$ cat config.mk
export PLATFORM = sky130hd
export DESIGN_NAME = rpo_rx_overhead_ports
export DESIGN_NICKNAME = d
export VERILOG_FILES = /design/src/rpo_pkg.sv /design/src/rpo_fifo.sv /design/src/rpo_rx_overhead_ports.sv
export SDC_FILE = /design/constraint.sdc
export NUM_CORES = 1
export LEC_CHECK = 0
export BUFFER_PORTS_ARGS = -buffer_cell sky130_fd_sc_hd__buf_2
export CORE_MARGIN = 1
export CORE_UTILIZATION = 35
export DETAILED_ROUTE_END_ITERATION = 16
export GPL_ROUTABILITY_DRIVEN = 1
export MAX_ROUTING_LAYER = met4
export PLACE_DENSITY = 0.59
export SLEW_MARGIN = 20
export SYNTH_ARGS = -nofsm -noshare
export SYNTH_HDL_FRONTEND = slang
export SYNTH_SLANG_ARGS = --single-unit
$ cat constraint.sdc
create_clock -name clk -period 6.6 [get_ports clk]
set_input_delay 0.33 -clock clk [delete_from_list [all_inputs] [get_ports clk]]
set_output_delay 0.33 -clock clk [all_outputs]
set_load 0.005 [all_outputs]
$ cat src/rpo_pkg.sv
`default_nettype none
package rpo_pkg;
	// ------------------------------------------------------------
	// Geometry
	// ------------------------------------------------------------
	localparam int BYTE_BITS = 8;
	localparam int NUM_CHAN = 3;
	localparam int NUM_PORTS = NUM_CHAN + 1;
	localparam int HOP_PORT = 0;
	localparam int FIFO_DEPTH_DEF = 8;
	localparam logic [2:0] LAST_BIT_IDX = 3'h7;
	localparam logic [2:0] BIT_CNT_ZERO = 3'h0;
	localparam logic [2:0] BIT_CNT_ONE = 3'h1;

	// ------------------------------------------------------------
	// Timing: bit clock on the link, sampled by clk
	// ------------------------------------------------------------
	localparam int CLK_PERIOD_NS = 20;
	localparam int LINK_PERIOD_NS = 160;
	localparam int LINK_CLK_RATIO = LINK_PERIOD_NS / CLK_PERIOD_NS;

	// ------------------------------------------------------------
	// Carriers
	// ------------------------------------------------------------
	typedef struct packed {
		logic first_of_frame;
		logic [BYTE_BITS-1:0] oh_byte;
	} rpo_byte_t;

	localparam int BYTE_W = $bits(rpo_byte_t);
endpackage // rpo_pkg
`default_nettype wire

$ cat src/rpo_fifo.sv
`timescale 1ns/10ps
`default_nettype none
module rpo_fifo #(
	parameter int WIDTH = 9,
	parameter int DEPTH = 8
) (
	input wire logic clk,
	input wire logic reset_n,
	input wire logic [WIDTH-1:0] in_data,
	input wire logic in_valid,
	output logic in_ready,
	output logic [WIDTH-1:0] out_data,
	output logic out_valid,
	input wire logic out_ready
);
	localparam int AW = (DEPTH > 1) ? $clog2(DEPTH) : 1;
	localparam logic [AW:0] DEPTH_CNT = (AW + 1)'(DEPTH);
	localparam logic [AW-1:0] LAST_IDX = AW'(DEPTH - 1);

	if (DEPTH < 2 || WIDTH < 1) begin : g_bad_param
		$error("rpo_fifo: DEPTH must be at least 2 and WIDTH at least 1");
	end

	logic [WIDTH-1:0] mem_ff [DEPTH];
	logic [AW-1:0] wr_ptr_ff;
	logic [AW-1:0] rd_ptr_ff;
	logic [AW:0] count_ff;
	logic in_ready_ff;
	logic out_valid_ff;

	wire logic do_push = in_valid && in_ready_ff;
	wire logic do_pop = out_ready && out_valid_ff;
	wire logic [AW:0] nxt_count = count_ff + (AW + 1)'(do_push) - (AW + 1)'(do_pop);
	wire logic [AW-1:0] nxt_wr_ptr = (wr_ptr_ff == LAST_IDX) ? '0 : wr_ptr_ff + AW'(1);
	wire logic [AW-1:0] nxt_rd_ptr = (rd_ptr_ff == LAST_IDX) ? '0 : rd_ptr_ff + AW'(1);

	assign in_ready = in_ready_ff;
	assign out_valid = out_valid_ff;
	assign out_data = mem_ff[rd_ptr_ff];

	always_ff @(posedge clk) begin
		if (do_push) begin
			mem_ff[wr_ptr_ff] <= in_data;
		end
	end

	// Flags registered from next count, so full and empty are exact
	always_ff @(posedge clk) begin
		if (!reset_n) begin
			wr_ptr_ff <= '0;
			rd_ptr_ff <= '0;
			count_ff <= '0;
			in_ready_ff <= 1'h0;
			out_valid_ff <= 1'h0;
		end else begin
			wr_ptr_ff <= do_push ? nxt_wr_ptr : wr_ptr_ff;
			rd_ptr_ff <= do_pop ? nxt_rd_ptr : rd_ptr_ff;
			count_ff <= nxt_count;
			in_ready_ff <= nxt_count != DEPTH_CNT;
			out_valid_ff <= nxt_count != '0;
		end
	end
endmodule // rpo_fifo
`default_nettype wire

$ cat src/rpo_rx_overhead_ports.sv
// Summary of operation
// Port outputs change only on clock fall.
// Capture logic samples on output clock rise.
// Dedicated high-order port with four signals.
// High-order outputs updated on its clock fall.
// One serial port per STS-1 channel.
// Frame pulse high during J1, else low.
// Valid high exactly while data bits shown.
// Loss-of-frame flag follows declared defect.
// Severe-errored-frame flag follows declared defect.
// Loss-of-signal flag follows declared defect.
// High-order data carries received overhead bytes.
// Bytes shifted MSB first, J1 leading.
`timescale 1ns/10ps
`default_nettype none
module rpo_rx_overhead_ports #(
	parameter int FIFO_DEPTH = rpo_pkg::FIFO_DEPTH_DEF
) (
	input wire logic clk,
	input wire logic reset_n,
	input wire logic link_bit_clock,
	input wire rpo_pkg::rpo_byte_t hop_poh_in,
	input wire logic hop_poh_in_valid,
	output logic hop_poh_in_ready,
	input wire rpo_pkg::rpo_byte_t [rpo_pkg::NUM_CHAN-1:0] chan_poh_in,
	input wire logic [rpo_pkg::NUM_CHAN-1:0] chan_poh_in_valid,
	output logic [rpo_pkg::NUM_CHAN-1:0] chan_poh_in_ready,
	input wire logic frame_loss_in,
	input wire logic severe_errored_frame_in,
	input wire logic signal_loss_in,
	output logic hop_overhead_out_clock,
	output logic hop_overhead_serial_data,
	output logic hop_overhead_frame_pulse,
	output logic hop_overhead_valid_strobe,
	output logic [rpo_pkg::NUM_CHAN-1:0] chan_overhead_out_clock,
	output logic [rpo_pkg::NUM_CHAN-1:0] chan_overhead_serial_data,
	output logic [rpo_pkg::NUM_CHAN-1:0] chan_overhead_frame_pulse,
	output logic [rpo_pkg::NUM_CHAN-1:0] chan_overhead_valid_strobe,
	output logic frame_loss_flag,
	output logic severe_errored_frame_flag,
	output logic signal_loss_flag
);
	localparam int NP = rpo_pkg::NUM_PORTS;
	localparam int BW = rpo_pkg::BYTE_BITS;

	// ------------------------------------------------------------
	// Parameter checks
	// ------------------------------------------------------------
	// Three-bit counter serves bytes of eight bits only
	if (int'(rpo_pkg::LAST_BIT_IDX) != BW - 1) begin : g_bad_width
		$error("rpo_rx_overhead_ports: bit counter does not match byte width");
	end
	// Output slicing assumes the high-order port in slot 0
	if (rpo_pkg::HOP_PORT != 0 || NP != rpo_pkg::NUM_CHAN + 1) begin : g_bad_map
		$error("rpo_rx_overhead_ports: high-order port must sit in slot 0");
	end
	// Fewer than two words leaves no room to refill while shifting
	if (FIFO_DEPTH < 2) begin : g_bad_depth
		$error("rpo_rx_overhead_ports: FIFO_DEPTH must be at least 2");
	end

	// ------------------------------------------------------------
	// Link bit clock sampling
	// ------------------------------------------------------------
	// Stage one only feeds stage two; a change counts once two and three agree
	// Trade-off: three flops cost up to four clk of lag per edge
	logic link_s1_ff;
	logic link_s2_ff;
	logic link_s3_ff;
	logic link_level_ff;

	wire logic link_stable = link_s2_ff == link_s3_ff;
	wire logic link_fall = link_stable && link_level_ff && !link_s3_ff;
	wire logic link_rise = link_stable && !link_level_ff && link_s3_ff;
	// Level only moves once two stages agree, so a one-clk glitch makes no edge
	wire logic nxt_link_level = link_stable ? link_s3_ff : link_level_ff;

	always_ff @(posedge clk) begin
		if (!reset_n) begin
			link_s1_ff <= 1'h0;
			link_s2_ff <= 1'h0;
			link_s3_ff <= 1'h0;
			link_level_ff <= 1'h0;
		end else begin
			link_s1_ff <= link_bit_clock;
			link_s2_ff <= link_s1_ff;
			link_s3_ff <= link_s2_ff;
			link_level_ff <= nxt_link_level;
		end
	end

	// ------------------------------------------------------------
	// Per-port input gathering, index 0 is the high-order port
	// ------------------------------------------------------------
	rpo_pkg::rpo_byte_t [NP-1:0] port_in;
	logic [NP-1:0] port_in_valid;
	logic [NP-1:0] port_in_ready;
	logic [NP-1:0] out_clock_ff;
	logic [NP-1:0] serial_ff;
	logic [NP-1:0] frame_ff;
	logic [NP-1:0] valid_ff;

	assign port_in = {chan_poh_in, hop_poh_in};
	assign port_in_valid = {chan_poh_in_valid, hop_poh_in_valid};
	assign hop_poh_in_ready = port_in_ready[rpo_pkg::HOP_PORT];
	assign chan_poh_in_ready = port_in_ready[NP-1:1];

	// ------------------------------------------------------------
	// Serial ports
	// ------------------------------------------------------------
	// high-order port is slot 0
	// one slot per channel
	for (genvar p = 0; p < NP; p++) begin : g_port
		rpo_pkg::rpo_byte_t fifo_data;
		logic fifo_valid;
		logic [BW-1:0] shift_ff;
		logic [2:0] bits_left_ff;

		// Byte still in flight keeps priority over a fresh load
		wire logic mid_byte = valid_ff[p] && (bits_left_ff != rpo_pkg::BIT_CNT_ZERO);
		wire logic load_byte = link_fall && !mid_byte && fifo_valid;

		// Eight-word buffer absorbs bursts from the overhead processor
		rpo_fifo #(
			.WIDTH(rpo_pkg::BYTE_W),
			.DEPTH(FIFO_DEPTH)
		) u_fifo (
			.clk(clk),
			.reset_n(reset_n),
			.in_data(port_in[p]),
			.in_valid(port_in_valid[p]),
			.in_ready(port_in_ready[p]),
			.out_data(fifo_data),
			.out_valid(fifo_valid),
			.out_ready(load_byte)
		);

		// Output clock mirrors the sampled link level
		// Own copy per port, though all follow one link clock
		always_ff @(posedge clk) begin
			if (!reset_n) begin
				out_clock_ff[p] <= 1'h0;
			end else if (link_fall || link_rise) begin
				out_clock_ff[p] <= link_rise;
			end
		end

		// fifo bytes become serial bits
		// MSB leads, then next lower bit
		wire logic [BW-1:0] src_byte = mid_byte ? shift_ff : fifo_data.oh_byte;
		wire logic [BW-1:0] nxt_shift = {src_byte[BW-2:0], 1'h0};
		// Idle bit periods show zero data
		wire logic nxt_serial = (mid_byte || fifo_valid) && src_byte[BW-1];
		wire logic [2:0] bits_after = bits_left_ff - rpo_pkg::BIT_CNT_ONE;
		wire logic [2:0] bits_fresh = fifo_valid ? rpo_pkg::LAST_BIT_IDX : rpo_pkg::BIT_CNT_ZERO;
		wire logic [2:0] nxt_bits_left = mid_byte ? bits_after : bits_fresh;
		// high for the whole J1 byte
		wire logic nxt_frame = mid_byte ? frame_ff[p] : fifo_valid && fifo_data.first_of_frame;
		// valid exactly while bits shown
		wire logic nxt_valid = mid_byte || fifo_valid;

		// updates only with the clock fall
		// same timing on high-order port
		always_ff @(posedge clk) begin
			if (!reset_n) begin
				shift_ff <= '0;
				bits_left_ff <= rpo_pkg::BIT_CNT_ZERO;
				serial_ff[p] <= 1'h0;
				frame_ff[p] <= 1'h0;
				valid_ff[p] <= 1'h0;
			end else if (link_fall) begin
				shift_ff <= nxt_shift;
				bits_left_ff <= nxt_bits_left;
				serial_ff[p] <= nxt_serial;
				frame_ff[p] <= nxt_frame;
				valid_ff[p] <= nxt_valid;
			end
		end
	end

	// ------------------------------------------------------------
	// Output pins
	// ------------------------------------------------------------
	// capture on rise is safe
	assign hop_overhead_out_clock = out_clock_ff[rpo_pkg::HOP_PORT];
	assign hop_overhead_serial_data = serial_ff[rpo_pkg::HOP_PORT];
	assign hop_overhead_frame_pulse = frame_ff[rpo_pkg::HOP_PORT];
	assign hop_overhead_valid_strobe = valid_ff[rpo_pkg::HOP_PORT];
	assign chan_overhead_out_clock = out_clock_ff[NP-1:1];
	assign chan_overhead_serial_data = serial_ff[NP-1:1];
	assign chan_overhead_frame_pulse = frame_ff[NP-1:1];
	assign chan_overhead_valid_strobe = valid_ff[NP-1:1];

	// ------------------------------------------------------------
	// Defect indicators
	// ------------------------------------------------------------
	// Defects come from logic on clk, so no synchroniser
	logic frame_loss_ff;
	logic severe_ff;
	logic signal_loss_ff;

	always_ff @(posedge clk) begin
		if (!reset_n) begin
			frame_loss_ff <= 1'h0;
			severe_ff <= 1'h0;
			signal_loss_ff <= 1'h0;
		end else begin
			// follow loss of frame
			frame_loss_ff <= frame_loss_in;
			// follow severely errored frame
			severe_ff <= severe_errored_frame_in;
			// follow loss of signal
			signal_loss_ff <= signal_loss_in;
		end
	end

	assign frame_loss_flag = frame_loss_ff;
	assign severe_errored_frame_flag = severe_ff;
	assign signal_loss_flag = signal_loss_ff;
endmodule // rpo_rx_overhead_ports
`default_nettype wire

==> results.md <==
- Status: complete, no violations
- Cell Count, Final, Fillers Out: between 1.5k and 2k
- First-pass GRT wire length: approximately 49000 µm
- Vias/cell: roughly 5
- Crit Path Class: reg -> reg
- DRC: 0
- Largest stage delay, worst path: roughly 0.52 ns
- Synth Register Bits: 408
- Via Count: 8522
- Synth Cell Area: ~0.016 mm²
- Final hold slack: ~0.032 ns
- Number of synthesized flops with an enable pin: 288
- Hold Crit Class: in -> reg
- Core Util, Final: 0.4114
- Initial antenna violation count: 0
- Worst VDD drop: 157.3 µV
- DPL Wire Length: 19300 µm
- Arr. time, crit path: 3.65 ns
- P_leak: between 6 and 7 nW
- Startpoint types: register
- Max_cap viols: 0
- CTS tree: built
- Iter 0 DRT Violations: approximately 510
- Detailed Route WL: 31180 µm
- Syn Area/Cell: approximately 16 µm²
- Mapped Nets: about 1.1k
- Core Area: around 0.045 mm²
- Layout fillers: 4121
- Setup_tns: 0 ns
- RSZ-0062 raised after global routing: false
- Critical path required time: about 7.1 ns
- Avg WL per Cell: 17.92 µm
- Initial core utilization: 0.3546
- Final Critical Period: approximately 3.2 ns
- TritonCTS buffer count: between 40 and 50
- DRT Pass-1 Iters: 4
- Die height: roughly 220 µm
- Cell variety after synth: 44
- Sequential area share after synthesis: 0.6866
- Adder-Cell Fraction of Synth Area: 0.03607
- Die width: around 220 µm
- Multi-input logic area: roughly 0.0047 mm²
- Period utilisation layout: 0.4850
- Largest family of logic cells by synthesized area: multiplexers
- Htree depth: 2
- Reg clk slew, reported paths: about 0.060 ns
- Worst path slowest cell: fa_1
- Top achievable clock speed: about 310 MHz
- CP Capture Type: register
- Layout area overhead: 16.00%
- Critical-path maximum fanout: 31
- Vias in the first global route: 8896
- Grt ovf: 0
- Placement row count: 78
- Mux cell area share after synthesis: 0.1251
- Mapped Cells: 1026
- Layout cells sized above 1: 0.2149
- Clk sinks: 408
- IO buf count: a little under 70
- Largest net degree at the start of global routing: between 70 and 80
- Xor and xnor area share after synthesis: 0.006530
- Number of routed nets with antenna violations: 0
- Clock root buffer: clkbuf_16
- ANT cells: 0
- Crit path launch: link_level_ff$_SDFFE_PN0N_
- Most used DFF post-synth: edfxtp_1
- Post-CTS setup buffers: 0
- Full die area: around 0.047 mm²
- Worst-Margin Slew: approximately 1.1 ns
- CP most frequent cell: inv_1
- Relative max-transition margin: 0.2597
- DP Cell Count: between 1.5k and 2k
- Power Dens Cells: 318.8 mW/mm²
- Synth Area in Compound Gates: 0.04906
- # IOs: 69
- GR Util All Layers: 0.1398
- GPL Wtd Cong: around 0.71
- Post-Synth Simple-Gate Area: 0.06989
- Sequential Area: ~0.011 mm²
- Worst-Skew Late Latency: ~0.57 ns
- CTS Buffer Depth: 3
- Pins over their slew limit: 0
- Reg2reg start: link_level_ff$_SDFFE_PN0N_
- Nets: roughly 1.2k
- Ys async rst share: 0
- Clock Skews: ~0.024 ns
- Worst hold start: chan_poh_in[20]
- Critical-path cell list: nor3b_4, buf_4, nand3_1, inv_1, ha_1, inv_1, ha_1, inv_1, fa_1, nand2b_1, o31a_1
- Final setup violation count: 0
- Fin. Hold Viols: 0
- Ys Warns: 0
==> kinds of logic after synthesis <==
logic type	Yosys count
flip-flops	408
AND/OR/NAND/NOR	225
AO/OA/AOI/OAI	125
multiplexers	111
buffers and inverters	101
adder cells (fa/ha/maj)	44
XOR/XNOR	12
==> cells in the mapped netlist, types with 4 or more instances <==
cell type,count,share of area
a211o_1,5,0.0027
a21o_1,4,0.0019
a21oi_1,43,0.013
a22oi_1,4,0.0019
a31oi_1,10,0.0039
and2_1,18,0.0070
and3_1,6,0.0023
buf_2,20,0.0062
buf_4,7,0.0033
clkbuf_1,25,0.0058
dfxtp_1,120,0.15
edfxtp_1,288,0.54
fa_1,4,0.0050
ha_1,40,0.031
inv_1,45,0.010
mux2i_1,38,0.024
mux4_2,72,0.10
nand2_1,65,0.015
nand2b_1,17,0.0066
nand3_1,10,0.0031
nand4_1,7,0.0027
nor2_1,44,0.010
nor2b_1,5,0.0019
nor3_1,29,0.0090
nor4_1,4,0.0016
o21ai_0,24,0.0075
o221ai_1,12,0.0065
o22ai_1,6,0.0023
o31a_1,4,0.0022
or3_1,8,0.0031
or3b_1,4,0.0022
xnor2_1,12,0.0065
==> worst paths after layout <==
kind,to,slack [ns],cells past startpoint
setup / recovery,g_port[1].u_fifo.out_valid$_SDFF_PN0_,3.40,11
hold / removal,g_port[3].u_fifo.mem_ff[3][2]$_DFFE_PP_,0.03,1
setup reg to reg,g_port[1].u_fifo.out_valid$_SDFF_PN0_,3.40,11
hold reg to reg,link_s2_ff$_SDFF_PN0_,0.43,1
==> where the power goes <==
group	leakage [nW]	total [mW]	switching [mW]	internal [mW]
Sequential	3.58	2.95	0.0744	2.88
Combinational	1.94	0.497	0.281	0.215
Clock	0.726	2.50	0.983	1.52
Total	6.24	5.95	1.34	4.61
==> layout by cell type (no fill, tap or decap), types with 6 or more instances in the layout <==
cell type | synthesis | routed
nand3_1 | 10 | 10
clkbuf_16 | 0 | 47
a31oi_1 | 10 | 10
nor3_2 | 0 | 13
mux4_2 | 72 | 72
a21oi_1 | 43 | 43
xnor2_1 | 12 | 12
edfxtp_1 | 288 | 288
o22ai_1 | 6 | 6
nor3_1 | 29 | 16
o21ai_0 | 24 | 24
clkbuf_1 | 25 | 8
nand4_1 | 7 | 7
clkinv_1 | 0 | 10
buf_2 | 20 | 68
or3_1 | 8 | 8
and2_1 | 18 | 18
o221ai_1 | 12 | 12
buf_4 | 7 | 12
inv_1 | 45 | 45
mux2i_1 | 38 | 38
ha_1 | 40 | 40
nand2b_1 | 17 | 17
nand2_1 | 65 | 65
dlygate4sd3_1 | 0 | 7
and3_1 | 6 | 6
dfxtp_1 | 120 | 118
nor2_1 | 44 | 41
==> what timing repair did <==
action                    CTS  global route
gates resized for setup     0             0
hold endpoints to repair   17             0
hold buffers                7             0
==> per-layer routing <==
layer | global-route usage | vias to the layer above | part of all wire
met5 | - | - | 0
li1 | - | 4062 | -
met2 | 0.2330 | 150 | 0.50
met1 | 0.1718 | 4263 | 0.44
met4 | 0.04859 | 0 | 0.023
met3 | 0.02358 | 47 | 0.036
==> per-stage QoR <==
step | setup slack [ns] | power [mW] | instance area (µm²)
after global placement | 3.426 | 3.494 | 17110
after CTS | 3.348 | 6.038 | 18660
after global routing | 3.081 | 6.188 | 18670
after floorplan | 3.893 | 3.324 | 16090
final | 3.399 | 5.951 | 18670
after detailed placement | 3.356 | 3.514 | 17110
==> worst max-delay path: cells and delay by family (launching register included) <==
family                   cells  cell delay, ns
AND/OR/NAND/NOR              3            0.80
adder cells (fa/ha/maj)      3            0.92
buffers and inverters        4            0.70
AO/OA/AOI/OAI                1            0.27
flip-flops                   1            0.39
==> layout make-up <==
class / count / area share
sequential: 408 / 0.5921
multi-input combinational: 517 / 0.2523
clock buffer: 59 / 0.06662
tap: 600 / 0.04021
timing repair buffer: 87 / 0.02681
clock inverter: 23 / 0.01273
inverter: 46 / 0.009249
==> sequential cells by signal, indices dropped and copies added, names as in the netlist, 3 cells and up, named ones only <==
signal	cells
g_port.u_fifo.mem_ff	288
g_port.shift_ff	28
g_port.u_fifo.count_ff	16
g_port.bits_left_ff	12
g_port.u_fifo.rd_ptr_ff	12
g_port.u_fifo.wr_ptr_ff	12
g_port.u_fifo.in_ready	4
g_port.u_fifo.out_valid	4
chan_overhead_frame_pulse	3
chan_overhead_serial_data	3
chan_overhead_valid_strobe	3
No activity file was read; power rests on OpenSTA's default activity.
